--- config.mk ---
export PLATFORM = sky130hd
export DESIGN_NAME = axis_drive_error_limit_logic
export DESIGN_NICKNAME = d
export VERILOG_FILES = /design/src/hdl/axis_drive_error_limit_logic.v
export VERILOG_INCLUDE_DIRS = /design/src /design/src/hdl
export SDC_FILE = /design/constraint.sdc
export NUM_CORES = 1
export LEC_CHECK = 0
export ABC_CLOCK_PERIOD_IN_PS = 7500
export BUFFER_PORTS_ARGS = -buffer_cell sky130_fd_sc_hd__buf_2
export CORE_ASPECT_RATIO = 0.6
export CORE_MARGIN = 1.5
export CORE_UTILIZATION = 48
export DETAILED_ROUTE_END_ITERATION = 12
export GPL_TIMING_DRIVEN = 0
export PLACE_DENSITY = 0.69
export RECOVER_POWER = 25
export SKIP_LAST_GASP = 1
export SLEW_MARGIN = 20
export SYNTH_ARGS = -nofsm -noshare
export SYNTH_HDL_FRONTEND = slang
export SYNTH_SLANG_ARGS = --single-unit
--- constraint.sdc ---
create_clock -name mclk_in -period 7.5 [get_ports mclk_in]
set_input_delay 1.5 -clock mclk_in [delete_from_list [all_inputs] [get_ports mclk_in]]
set_output_delay 1.5 -clock mclk_in [all_outputs]
set_load 0.005 [all_outputs]
--- src/hdl/axis_drive_defines.vh ---
// register offsets, field positions, command codes and reset values of the axis drive
`ifndef AXIS_DRIVE_DEFINES_VH
`define AXIS_DRIVE_DEFINES_VH

// register byte offsets
`define REG_CMD          8'h00
`define REG_POS_PARAM    8'h04
`define REG_CONFIG       8'h08
`define REG_PULSE_DIV    8'h0C
`define REG_SOFT_PLUS    8'h10
`define REG_SOFT_MINUS   8'h14
`define REG_LOGICAL_POS  8'h18
`define REG_DRIVE_STAT   8'h1C
`define REG_ERROR_STAT   8'h20
`define REG_INT_STAT     8'h24
`define REG_INT_MASK     8'h28

// command codes, written to the low byte of the command register
`define CMD_REL_DRIVE    8'h01
`define CMD_CREL_DRIVE   8'h02
`define CMD_ABS_DRIVE    8'h03
`define CMD_DECEL_STOP   8'h04
`define CMD_INSTANT_STOP 8'h05
`define CMD_ERR_CLEAR    8'h79
`define CMD_SOFT_RESET   8'hFF

// config register fields
`define CFG_HW_PLUS_EN   0
`define CFG_HW_MINUS_EN  1
`define CFG_SOFT_EN      2
`define CFG_SOFT_INSTANT 3
`define CFG_WIDTH        4
`define CFG_RESET        4'h3

// error status register fields
`define ERR_SOFT_PLUS    0
`define ERR_SOFT_MINUS   1
`define ERR_HW_PLUS      2
`define ERR_HW_MINUS     3
`define ERR_ALARM        4
`define ERR_EMG          5
`define ERR_WIDTH        6

// interrupt status fields
`define INT_FINISH       0
`define INT_ERROR        1
`define INT_WIDTH        2

// direction level on the direction output
`define DIR_PLUS         1'b1
`define DIR_MINUS        1'b0

// pulse half period in clocks, and decelerating stop length in pulses
`define PULSE_DIV_RESET  16'h0064
`define DECEL_PULSES     3'h4
`define SOFT_PLUS_RESET  32'h7FFFFFFF
`define SOFT_MINUS_RESET 32'h80000000

`endif

--- src/hdl/axis_drive_error_limit_logic.v ---
// one motion axis: position drives, sticky error bits, hardware and software limits
//
// Summary of operation
// [RULE1] relative drive: positive count goes plus, negative count goes minus
// [RULE2] counter relative drive: positive count is output in the minus direction
// [RULE3] absolute drive runs until logical position equals the programmed destination
// [RULE4] error bit sets if its source is active during a drive or at start
// [RULE5] error bits stay set after their source goes inactive
// [RULE6] sources active while idle set no error bit
// [RULE7] error clear command or next drive start clears all error bits
// [RULE8] host clears errors only after confirming an interpolation drive has stopped
// [RULE9] software enables or disables each hardware limit input
// [RULE10] soft limit values live in dedicated registers, not compare registers
// [RULE11] soft limit stops with decelerating or instant stop as software selects
// [RULE12] soft limit compares position to plus value going plus, minus going minus
//
// Decided for this implementation: the placing of the registers and the strobed register port.
`timescale 1ns/1ps
`include "axis_drive_defines.vh"

module axis_drive_error_limit_logic (
  // clock and reset
  input  wire        mclk_in,
  input  wire        rst_n_in,
  // register port
  input  wire [7:0]  addr_in,
  input  wire [31:0] wr_data_in,
  input  wire        wr_en_in,
  input  wire        rd_en_in,
  output reg  [31:0] rd_data_out,
  // driver side inputs
  input  wire        plus_limit_input_n_in,
  input  wire        minus_limit_input_n_in,
  input  wire        servo_alarm_in,
  input  wire        emg_stop_n_in,
  // driver side outputs, and the host interrupt
  output reg         pulse_out,
  output reg         dir_out,
  output reg         irq_out
);

  localparam [2:0] ST_IDLE  = 3'b001;
  localparam [2:0] ST_RUN   = 3'b010;
  localparam [2:0] ST_DECEL = 3'b100;

  function [31:0] magnitude;
    input [31:0] v;
    begin
      magnitude = v[31] ? (~v + 32'h1) : v;
    end
  endfunction

  reg  [2:0]              state_r;
  reg  [2:0]              state_nxt;
  reg  [31:0]             pos_param_r;
  reg  [`CFG_WIDTH-1:0]   config_r;
  reg  [15:0]             pulse_div_r;
  reg  [31:0]             soft_plus_r;
  reg  [31:0]             soft_minus_r;
  reg  [31:0]             pos_r;
  reg  [31:0]             remain_r;
  reg  [19:0]             tick_r;
  reg  [2:0]              dstep_r;
  reg  [`ERR_WIDTH-1:0]   err_r;
  reg  [`ERR_WIDTH-1:0]   err_nxt;
  reg  [`INT_WIDTH-1:0]   int_stat_r;
  reg  [`INT_WIDTH-1:0]   int_stat_nxt;
  reg  [`INT_WIDTH-1:0]   int_mask_r;
  reg  [3:0]              sync1_r;
  reg  [3:0]              sync2_r;
  reg                     start_dir;
  reg  [31:0]             start_cnt;
  reg  [31:0]             read_mux;
  reg  [`ERR_WIDTH-1:0]   src_vec;
  reg                     dir_eff;

  wire                    any_rst;
  wire                    cmd_wr;
  wire [7:0]              cmd_code;
  wire                    start_cmd;
  wire                    err_clear_cmd;
  wire                    busy;
  wire                    active;
  wire [19:0]             half_period;
  wire                    tick_done;
  wire                    pulse_fall;
  wire                    hard_hit;
  wire                    soft_hit;
  wire                    finish_ev;
  wire                    error_ev;
  wire                    instant_stop_cmd;
  wire                    decel_stop_cmd;
  wire [31:0]             abs_dist;

  assign cmd_wr        = wr_en_in && (addr_in == `REG_CMD);
  assign cmd_code      = wr_data_in[7:0];
  // a command reset behaves exactly like the reset pin
  assign any_rst       = !rst_n_in || (cmd_wr && cmd_code == `CMD_SOFT_RESET);
  assign busy          = (state_r != ST_IDLE);
  // drive commands while busy are dropped, the running drive owns the counter
  assign start_cmd     = cmd_wr && !busy && (cmd_code == `CMD_REL_DRIVE ||
                         cmd_code == `CMD_CREL_DRIVE || cmd_code == `CMD_ABS_DRIVE);
  assign err_clear_cmd = cmd_wr && (cmd_code == `CMD_ERR_CLEAR);
  assign instant_stop_cmd = cmd_wr && (cmd_code == `CMD_INSTANT_STOP);
  assign decel_stop_cmd   = cmd_wr && (cmd_code == `CMD_DECEL_STOP);
  // signed distance to the destination, its sign picks the direction
  assign abs_dist      = pos_param_r - pos_r;
  // [RULE6] errors counted only while driving
  assign active        = start_cmd || busy;

  // pin inputs through two flops before use
  // reset to the inactive level, so no error shows right after reset
  always @(posedge mclk_in) begin
    if (any_rst) begin
      sync1_r <= 4'hF;
      sync2_r <= 4'hF;
    end else begin
      sync1_r <= {emg_stop_n_in, ~servo_alarm_in, minus_limit_input_n_in, plus_limit_input_n_in};
      sync2_r <= sync1_r;
    end
  end

  // start direction and pulse count for each drive type
  always @* begin
    start_dir = `DIR_PLUS;
    start_cnt = 32'h0;
    case (cmd_code)
      // [RULE1] sign picks the direction
      `CMD_REL_DRIVE: begin
        start_dir = pos_param_r[31] ? `DIR_MINUS : `DIR_PLUS;
        start_cnt = magnitude(pos_param_r);
      end
      // [RULE2] always minus
      `CMD_CREL_DRIVE: begin
        start_dir = `DIR_MINUS;
        start_cnt = magnitude(pos_param_r);
      end
      // [RULE3] distance to the destination
      `CMD_ABS_DRIVE: begin
        start_dir = abs_dist[31] ? `DIR_MINUS : `DIR_PLUS;
        start_cnt = magnitude(abs_dist);
      end
      default: begin
        start_dir = `DIR_PLUS;
        start_cnt = 32'h0;
      end
    endcase
  end

  // error sources, the limits qualified by direction and enables
  always @* begin
    dir_eff = start_cmd ? start_dir : dir_out;
    src_vec = {`ERR_WIDTH{1'b0}};
    // [RULE12] compare against the limit of the travel direction
    src_vec[`ERR_SOFT_PLUS]  = config_r[`CFG_SOFT_EN] && dir_eff == `DIR_PLUS &&
                               ($signed(pos_r) >= $signed(soft_plus_r));
    src_vec[`ERR_SOFT_MINUS] = config_r[`CFG_SOFT_EN] && dir_eff == `DIR_MINUS &&
                               ($signed(pos_r) <= $signed(soft_minus_r));
    // [RULE9] disabled limit inputs are ignored
    src_vec[`ERR_HW_PLUS]    = config_r[`CFG_HW_PLUS_EN] && !sync2_r[0] && dir_eff == `DIR_PLUS;
    src_vec[`ERR_HW_MINUS]   = config_r[`CFG_HW_MINUS_EN] && !sync2_r[1] && dir_eff == `DIR_MINUS;
    src_vec[`ERR_ALARM]      = !sync2_r[2];
    src_vec[`ERR_EMG]        = !sync2_r[3];
  end

  // [RULE7] clear command or new drive empties the register
  // [RULE4] set wins over the clear in the same cycle
  always @* begin
    err_nxt = (err_clear_cmd || start_cmd) ? {`ERR_WIDTH{1'b0}} : err_r;
    if (active) begin
      err_nxt = err_nxt | src_vec;
    end
  end

  assign hard_hit   = active && (|src_vec[`ERR_EMG:`ERR_HW_PLUS]);
  assign soft_hit   = active && (|src_vec[`ERR_SOFT_MINUS:`ERR_SOFT_PLUS]);
  // decelerating stop stretches the half period by doubling per pulse
  assign half_period = {4'h0, pulse_div_r} << dstep_r;
  assign tick_done  = (tick_r + 20'h1 >= half_period);
  assign pulse_fall = busy && tick_done && pulse_out;

  // drive sequencing
  always @* begin
    state_nxt = state_r;
    case (state_r)
      ST_IDLE: begin
        // a drive that starts on an error or with nothing to do ends at once
        if (start_cmd && !hard_hit && !soft_hit && start_cnt != 32'h0) begin
          state_nxt = ST_RUN;
        end
      end
      ST_RUN: begin
        if (hard_hit || instant_stop_cmd) begin
          state_nxt = ST_IDLE;
        // [RULE11] selected stop type
        end else if (soft_hit) begin
          state_nxt = config_r[`CFG_SOFT_INSTANT] ? ST_IDLE : ST_DECEL;
        end else if (decel_stop_cmd) begin
          state_nxt = ST_DECEL;
        // [RULE3] stop when the remaining count runs out
        end else if (pulse_fall && remain_r == 32'h1) begin
          state_nxt = ST_IDLE;
        end
      end
      ST_DECEL: begin
        // soft limit in decel: keep slowing, last pulses may pass the limit
        if (hard_hit || instant_stop_cmd) begin
          state_nxt = ST_IDLE;
        end else if (pulse_fall && (remain_r == 32'h1 || dstep_r == `DECEL_PULSES - 3'h1)) begin
          state_nxt = ST_IDLE;
        end
      end
      default: begin
        state_nxt = ST_IDLE;
      end
    endcase
  end

  always @(posedge mclk_in) begin
    if (any_rst) begin
      state_r   <= ST_IDLE;
      tick_r    <= 20'h0;
      dstep_r   <= 3'h0;
      remain_r  <= 32'h0;
      pulse_out <= 1'b0;
      dir_out   <= `DIR_PLUS;
    end else begin
      state_r <= state_nxt;
      if (start_cmd) begin
        dir_out  <= start_dir;
        remain_r <= start_cnt;
        tick_r   <= 20'h0;
        dstep_r  <= 3'h0;
      end else if (state_nxt == ST_IDLE) begin
        pulse_out <= 1'b0;
        tick_r    <= 20'h0;
        dstep_r   <= 3'h0;
      end else if (tick_done) begin
        tick_r    <= 20'h0;
        pulse_out <= ~pulse_out;
        if (pulse_out) begin
          remain_r <= remain_r - 32'h1;
          if (state_r == ST_DECEL) begin
            dstep_r <= dstep_r + 3'h1;
          end
        end
      end else begin
        tick_r <= tick_r + 20'h1;
      end
    end
  end

  // [RULE5] error bits hold until cleared
  always @(posedge mclk_in) begin
    if (any_rst) begin
      err_r <= {`ERR_WIDTH{1'b0}};
    end else begin
      err_r <= err_nxt;
    end
  end

  assign finish_ev = (busy && state_nxt == ST_IDLE) || (start_cmd && state_nxt == ST_IDLE);
  assign error_ev  = |(err_nxt & ~err_r);

  // interrupt status: write one to clear, new events win
  always @* begin
    int_stat_nxt = int_stat_r;
    if (wr_en_in && addr_in == `REG_INT_STAT) begin
      int_stat_nxt = int_stat_nxt & ~wr_data_in[`INT_WIDTH-1:0];
    end
    int_stat_nxt[`INT_FINISH] = int_stat_nxt[`INT_FINISH] | finish_ev;
    int_stat_nxt[`INT_ERROR]  = int_stat_nxt[`INT_ERROR] | error_ev;
  end

  always @(posedge mclk_in) begin
    if (any_rst) begin
      int_stat_r <= {`INT_WIDTH{1'b0}};
      irq_out    <= 1'b0;
    end else begin
      int_stat_r <= int_stat_nxt;
      // a new mask takes effect one edge after its write
      irq_out    <= |(int_stat_nxt & int_mask_r);
    end
  end

  // software registers and logical position counter
  always @(posedge mclk_in) begin
    if (any_rst) begin
      pos_param_r  <= 32'h0;
      config_r     <= `CFG_RESET;
      pulse_div_r  <= `PULSE_DIV_RESET;
      soft_plus_r  <= `SOFT_PLUS_RESET;
      soft_minus_r <= `SOFT_MINUS_RESET;
      pos_r        <= 32'h0;
      int_mask_r   <= {`INT_WIDTH{1'b0}};
    end else begin
      if (wr_en_in) begin
        case (addr_in)
          `REG_POS_PARAM: pos_param_r <= wr_data_in;
          `REG_CONFIG:    config_r    <= wr_data_in[`CFG_WIDTH-1:0];
          // zero would keep a decelerating stop from doubling the half period, so it is raised to one
          `REG_PULSE_DIV: pulse_div_r <= (wr_data_in[15:0] == 16'h0) ? 16'h1 : wr_data_in[15:0];
          // [RULE10] dedicated limit registers
          `REG_SOFT_PLUS:  soft_plus_r  <= wr_data_in;
          `REG_SOFT_MINUS: soft_minus_r <= wr_data_in;
          `REG_INT_MASK:   int_mask_r   <= wr_data_in[`INT_WIDTH-1:0];
          default: begin
          end
        endcase
      end
      // position is writable only while idle
      // counted at the falling edge, so a pulse cut short by a stop is not counted
      if (pulse_fall) begin
        pos_r <= (dir_out == `DIR_PLUS) ? pos_r + 32'h1 : pos_r - 32'h1;
      end else if (!busy && wr_en_in && addr_in == `REG_LOGICAL_POS) begin
        pos_r <= wr_data_in;
      end
    end
  end

  // read mux, unmapped and write-only addresses read zero
  always @* begin
    case (addr_in)
      `REG_POS_PARAM:   read_mux = pos_param_r;
      `REG_CONFIG:      read_mux = {28'h0, config_r};
      `REG_PULSE_DIV:   read_mux = {16'h0, pulse_div_r};
      `REG_SOFT_PLUS:   read_mux = soft_plus_r;
      `REG_SOFT_MINUS:  read_mux = soft_minus_r;
      `REG_LOGICAL_POS: read_mux = pos_r;
      `REG_DRIVE_STAT:  read_mux = {26'h0, ~sync2_r[3], ~sync2_r[2], state_r == ST_DECEL, dir_out, busy, 1'b0};
      `REG_ERROR_STAT:  read_mux = {26'h0, err_r};
      `REG_INT_STAT:    read_mux = {30'h0, int_stat_r};
      `REG_INT_MASK:    read_mux = {30'h0, int_mask_r};
      default:          read_mux = 32'h0;
    endcase
  end

  always @(posedge mclk_in) begin
    if (any_rst) begin
      rd_data_out <= 32'h0;
    end else begin
      rd_data_out <= rd_en_in ? read_mux : 32'h0;
    end
  end

endmodule // axis_drive_error_limit_logic

Word-level counts from Yosys, hierarchy flattened
Index checks and enable logic that the tools add are counted.
{"block": "classes", "add_sub_neg": 8, "mul": 0, "n_div": 0, "magnitude_cmp": 3, "n_eq_ne": 25, "n_shift": 1, "n_mux": 30, "bitwise": 17, "reduce_logical": 69}
{"operator": "$pmux 32 s10", "n": 1}
{"operator": "$mux 32", "n": 9}
{"operator": "$add 32x1->32 const B", "n": 3}
{"operator": "$not 32->32", "n": 2}
{"operator": "$pmux 32 s2", "n": 1}
{"operator": "$sub 32x1->32 const B", "n": 2}
{"operator": "$eq 32x1->1 const B", "n": 1}
{"operator": "$eq 8x5->1 const B", "n": 4}
{"operator": "$ge 32x32->1", "n": 1}
{"operator": "$le 32x32->1", "n": 1}
{"operator": "$reduce_bool 32->1", "n": 1}
{"operator": "$sub 32x32->32", "n": 1}
{"operator": "$logic_and 1x1->1", "n": 29}
{"operator": "$eq 8x3->1 const B", "n": 3}
{"operator": "$eq 8x6->1 const B", "n": 3}
{"operator": "$mux 3", "n": 8}
{"operator": "$add 20x1->20 const B", "n": 1}
{"operator": "$ge 20x20->1", "n": 1}
{"operator": "$shl 16x3->20", "n": 1}
{"operator": "$eq 8x2->1 const B", "n": 2}
{"operator": "$eq 8x4->1 const B", "n": 2}
{"operator": "$logic_not 16->1", "n": 1}
{"operator": "$mux 16", "n": 1}
{"operator": "$reduce_and 2->1", "n": 7}
{"operator": "other kinds (30)", "n": 67}
{"block": "totals", "ff_bits": 259, "latch_bits": 0, "ram_bits": 0, "rom_bits": 0, "in_bits": 48, "output_inout_bits": 35, "memories": 0}

Depth between registers and ports, before layout
{"block": "depth", "word_depth": 21, "depth_mapped": 24}

Worst setup path after synthesis
OpenSTA, ideal clock, no wires.
{"block": "synth_path", "path_type": "in2reg", "start": "input port addr_in[5]", "end": "register remain_r[23]", "setup_time_ns": 0.120, "arrival_time_ns": 5.688, "t_required_ns": 7.380, "path_slack_ns": 1.692, "stages": 16, "n_path_buf": 3, "cell_sequence": "or4_1 > clkbuf_1 > or3_1 > clkbuf_1 > nor3_2 > nand2_1 > or3_1 > o311a_1 > and2_1 > clkbuf_1 > mux2i_1 > nor4b_1 > o21ai_4 > a211oi_1 > a21oi_1 > o31a_1"}
{"block": "synth_via", "elab_chain_cells": 18}
{"item": "from (decl)", "line": "axis_drive_error_limit_logic.v:26", "rtl": "input wire [7:0] addr_in,"}
{"item": "$logic_not 8->1 (no line) *"}
{"item": "$logic_and 1x1->1 *", "line": "axis_drive_error_limit_logic.v:95", "rtl": "assign cmd_wr = wr_en_in && (addr_in == `REG_CMD);"}
{"item": "$logic_and 1x1->1 (2 in series)", "line": "axis_drive_error_limit_logic.v:101", "rtl": "assign start_cmd = cmd_wr && !busy && (cmd_code == `CMD_REL_DRIVE ||"}
{"item": "$mux 1"}
{"item": "$not 1->1 (no line)"}
{"item": "$logic_and 1x1->1 (no line)"}
{"item": "$reduce_or 4->1 or $logic_and 1x1->1 (tied branches)", "line": "axis_drive_error_limit_logic.v:175, axis_drive_error_limit_logic.v:157"}
{"item": "$logic_and 1x1->1 or $reduce_or 2->1 (tied branches)", "line": "axis_drive_error_limit_logic.v:175, axis_drive_error_limit_logic.v:176"}
{"item": "$logic_not 1->1 or $logic_and 1x1->1 (tied branches)", "line": "axis_drive_error_limit_logic.v:188, axis_drive_error_limit_logic.v:176"}
{"item": "$logic_and 1x1->1 or $logic_not 1->1 (tied branches)", "line": "axis_drive_error_limit_logic.v:188", "rtl": "if (start_cmd && !hard_hit && !soft_hit && start_cnt != 32'h0) begin"}
{"item": "$logic_and 1x1->1 (2 in series)", "line": "axis_drive_error_limit_logic.v:188"}
{"item": "$mux 3", "line": "axis_drive_error_limit_logic.v:188"}
{"item": "$pmux 3 s3", "line": "axis_drive_error_limit_logic.v:185", "rtl": "case (state_r)"}
{"item": "$eq 3x1->1", "line": "axis_drive_error_limit_logic.v:234", "rtl": "end else if (state_nxt == ST_IDLE) begin"}
{"item": "$ne 2x2->1 (no line)"}
{"item": "$reduce_and 3->1 (no line)"}
{"item": "to (signal assigned)", "line": "axis_drive_error_limit_logic.v:231", "rtl": "remain_r <= start_cnt;"}
{"item": "to (signal assigned)", "line": "axis_drive_error_limit_logic.v:242", "rtl": "remain_r <= remain_r - 32'h1;"}
{"item": "to (decl)", "line": "axis_drive_error_limit_logic.v:61", "rtl": "reg [31:0] remain_r;"}
Every way passes the cells marked *; elsewhere a longest branch is shown, timed or not.
A chain may end at the register's enable or synchronous reset.

Final worst setup path
{"block": "layout_path", "start": "register pos_r[17]", "end": "register remain_r[23]"}
{"block": "layout_via", "elab_chain_cells": 17}
{"item": "from (decl)", "line": "axis_drive_error_limit_logic.v:60", "rtl": "reg [31:0] pos_r;"}
{"item": "from (signal assigned)", "line": "axis_drive_error_limit_logic.v:314", "rtl": "pos_r <= (dir_out == `DIR_PLUS) ? pos_r + 32'h1 : pos_r - 32'h1;"}
{"item": "from (signal assigned)", "line": "axis_drive_error_limit_logic.v:316", "rtl": "pos_r <= wr_data_in;"}
{"item": "parallel branches: the longest is 17 deep, another holds $sub 32x32->32"}
Parallel ways; which one is timed is not known.

==> results.ini <==
[cts]
numCtsBuffers = 27
tritoncts = yes
total_setup_buffers_inserted_after_cts = 0
total_of_hold_buffers_inserted_after_clock_tree_synthesis = 0
numClockSinks = 259
cts-htree-levels = 1
cts-resized-gates = 0
cts_root_buffer = sky130_fd_sc_hd__clkbuf_16
source_to_sink_clock_delay_at_the_later_pin_of_the_worst_skew_pair_ns = 0.59
clkTransAtPathRegs_ns = 0.06
cts-root-to-sink-buffers = 3

[synthesis]
yosys.cell_types.count = 97
synth_top_cells_by_count = 389 x sky130_fd_sc_hd__nand2_1, 259 x sky130_fd_sc_hd__a21oi_1, 259 x sky130_fd_sc_hd__dfxtp_1, 157 x sky130_fd_sc_hd__nor2_1, 152 x sky130_fd_sc_hd__ha_1
synth_most_common_cell = sky130_fd_sc_hd__nand2_1
synth_largest_type_area_fraction = 0.2652
synth_ff_type = sky130_fd_sc_hd__dfxtp_1
syn-instance-count = 2558
syn-mean-instance-area_um2 = 7.642
yosys_warnings = 0
yosysSeqAreaShare = 0.2652
post_synth_main_area_contributors = sky130_fd_sc_hd__dfxtp_1 27%, sky130_fd_sc_hd__ha_1 9.7%, sky130_fd_sc_hd__nand2_1 7.5%
synth_seq_cells = 259
yosysTopAreaCell = sky130_fd_sc_hd__dfxtp_1
synthXorXnorAreaFrac = 0.05869
yosys.area_share.adder = 0.09933
synth_top_family_by_area = compound AO/OA/AOI/OAI gates
synth_async_sr_flop_share = 0
netlist_area_um2 = 19550
synth_simple_gate_area_share = 0.2334
yosys-mux-area-fraction = 0.02688
synth-compound-area-share = 0.2606
synth_edf_count = 0
synth_nets = 2760

[die]
die_h_um = 159.3
die_area_um2 = 41990
die_w_um = 263.5
number_of_cell_rows = 57
floorplan.initialDensity = 0.4851
placeableCoreArea_um2 = 40290
ioPinCount = 83

[power]
power.ir.vdd_worst_mv = 0.1461
internal_power_mw = 2.154
seqPwrFrac = 0.470
power_leakage_nw = 8.892
clkPwrFrac = 0.458
power_density_nw_per_um2 = 137.0
report.power.total_mw = 2.939
comb_power_share = 0.072
netSwitchingPower_mw = 0.7857
swShare = 0.2673

[sta]
final_layout_setup_total_negative_slack_ns = 0
unrepaired_setup_endpoints_after_global_routing = no
maxSlewHeadroom = 0.1641
min_period_ns = 6.943
worst_slew_pin_slew_ns = 1.244
finalClockSkew_ns = 0.02059
tcrit_tclk_final = 0.9257
final_count_of_negative_setup_slack_endpoints = 0
fmax_ghz = 0.1440
final_max_slew_viol_count = 0
hold_viol_final = 0

[min_path]
worstHoldPathType = reg -> reg

[drt]
drc = 0
first_iter_violations = 3253
route.detailed.wl_per_inst_um = 24.21
dr.pass1.iters = 8
finalWirelength_um = 77760
drtAntennaViolNets = 0
route.detailed.vias_per_inst = 6.574
vias = 21120

[layout]
fillers = 3854
post-route-cell-area_um2 = 21450
finish.cell_count_without_fillers = 3212
drive_gt1_frac = 0.07164
area_growth_synth_to_finish_pct = 9.722
design.final.nets = 2868
multiInputGateArea_um2 = 13300
regArea_um2 = 5185

[worst_setup_path]
crit_type = reg -> reg
critical_path.startpoint_type = flip-flop
cp.required_ns = 7.98
worst-endpoint-arrival_ns = 7.42
crit_fanout = 10
endpoint_kind = flip-flop
slack_of_the_worst_reg_to_reg_path_ns = 0.56

[global_routing]
grt_first_pass_wirelength_um = 116800
antenna_found_initial = 1
grt_pass1_vias = 19080
overflow = 0
grt_use_total = 0.3580
largest_net_degree_at_the_start_of_global_routing = 33

[placed_design]
place_inst = 3168
place.port_buffers = 79
globalplace.congestion = 1.016
dpl-instance-area_um2 = 20630
detailed_place_hpwl_um = 60450

[flow_run]
reported_max_cap_violation_count = 0

[run_status]
run_status = finished clean

## placed cells by master, fill, tap and decap left out, types with 43 or more instances in the layout
cell,instances
sky130_fd_sc_hd__nand2_1,389
sky130_fd_sc_hd__a21oi_1,259
sky130_fd_sc_hd__dfxtp_1,259
sky130_fd_sc_hd__nor2_1,157
sky130_fd_sc_hd__ha_1,152
sky130_fd_sc_hd__inv_1,140
sky130_fd_sc_hd__clkbuf_1,139
sky130_fd_sc_hd__xnor2_1,83
sky130_fd_sc_hd__a22oi_1,79
sky130_fd_sc_hd__buf_2,74
sky130_fd_sc_hd__o21ai_0,65
sky130_fd_sc_hd__nand3_1,58
sky130_fd_sc_hd__a21o_1,53
sky130_fd_sc_hd__o211ai_1,49
sky130_fd_sc_hd__xor2_1,48
sky130_fd_sc_hd__nand4_1,45
sky130_fd_sc_hd__nor3_1,44
sky130_fd_sc_hd__a211oi_1,43
## critical path, stage by stage (launching register included)
cell and delay, ns:
sky130_fd_sc_hd__dfxtp_1 0.52, sky130_fd_sc_hd__inv_1 0.21, sky130_fd_sc_hd__ha_1 0.31, sky130_fd_sc_hd__clkbuf_1 0.36
sky130_fd_sc_hd__nand2_1 0.12, sky130_fd_sc_hd__o21ai_0 0.54, sky130_fd_sc_hd__a31oi_1 0.24, sky130_fd_sc_hd__o2111ai_1 0.66
sky130_fd_sc_hd__or4_1 0.25, sky130_fd_sc_hd__and2_1 0.14, sky130_fd_sc_hd__clkbuf_1 0.23, sky130_fd_sc_hd__clkbuf_1 0.42
sky130_fd_sc_hd__o21ai_0 0.19, sky130_fd_sc_hd__a221oi_1 0.62, sky130_fd_sc_hd__o2111ai_1 0.24, sky130_fd_sc_hd__nor4_1 0.27
sky130_fd_sc_hd__nand4_2 0.28, sky130_fd_sc_hd__o21ai_4 0.40, sky130_fd_sc_hd__a211oi_1 0.31, sky130_fd_sc_hd__and3_1 0.29
sky130_fd_sc_hd__o31a_1 0.23
## power by group through the flow
stage                     Combinational, mW  Sequential (mW)  Clock, mW
final                                 0.213             1.38       1.34
after global routing                  0.221             1.38       1.41
after CTS                             0.201             1.38       1.35
after detailed placement              0.200             1.41          0
after global placement                0.198             1.41          0
after floorplan                       0.112             1.41          0
## state kept, by name, summed over array words and instances (netlist names), 16 cells and up
signal        cells
remain_r         32
soft_plus_r      32
soft_minus_r     32
tick_r           20
rd_data_out      32
pos_param_r      32
pos_r            32
pulse_div_r      16
## routing by layer
layer / share of wire / global-route usage / wire length [um] / vias up
li1: - / - / - / 9533
met1: 0.45 / 0.5539 / 34710 / 10030
met2: 0.38 / 0.4866 / 29710 / 1433
met3: 0.15 / 0.09233 / 11570 / 124
met4: 0.023 / 0.07672 / 1777 / 0
met5: 0 / 0 / 0 / -
## cells by family after synthesis
family / after synthesis
XOR/XNOR: 131
flip-flops: 259
multiplexers: 42
AND/OR/NAND/NOR: 936
AO/OA/AOI/OAI: 755
buffers and inverters: 281
adder cells (fa/ha/maj): 154
## metrics by stage
stage / util / setup WS (ns) / hold slack [ns]
final: 0.5323 / 0.5573 / 0.4101
after global routing: 0.5322 / 0.2165 / 0.4241
after CTS: 0.5324 / 0.9117 / 0.4134
after detailed placement: 0.5119 / 0.4900 / 0.3959
after global placement: 0.5114 / 0.5487 / 0.3926
after floorplan: - / 1.692 / 0.3863
## final cells by class
type / count / share of cell area
Multi-Input combinational cell: 2018 / 0.6199
Sequential cell: 259 / 0.2417
Clock buffer: 37 / 0.03605
Tap cell: 531 / 0.03097
Buffer: 140 / 0.02625
Inverter: 141 / 0.02467
Timing Repair Buffer: 79 / 0.01779
Clock inverter: 6 / 0.002508
Antenna cell: 1 / 0.0001167
## final timing paths
check	start	endpoint	depth (start not counted)
setup / recovery	pos_r[17]	remain_r[23]	20
hold reg to reg	sync1_r[2]	sync2_r[2]	1
setup reg to reg	pos_r[17]	remain_r[23]	20
hold / removal	sync1_r[2]	sync2_r[2]	1
Power figures use the tool's default switching activity.
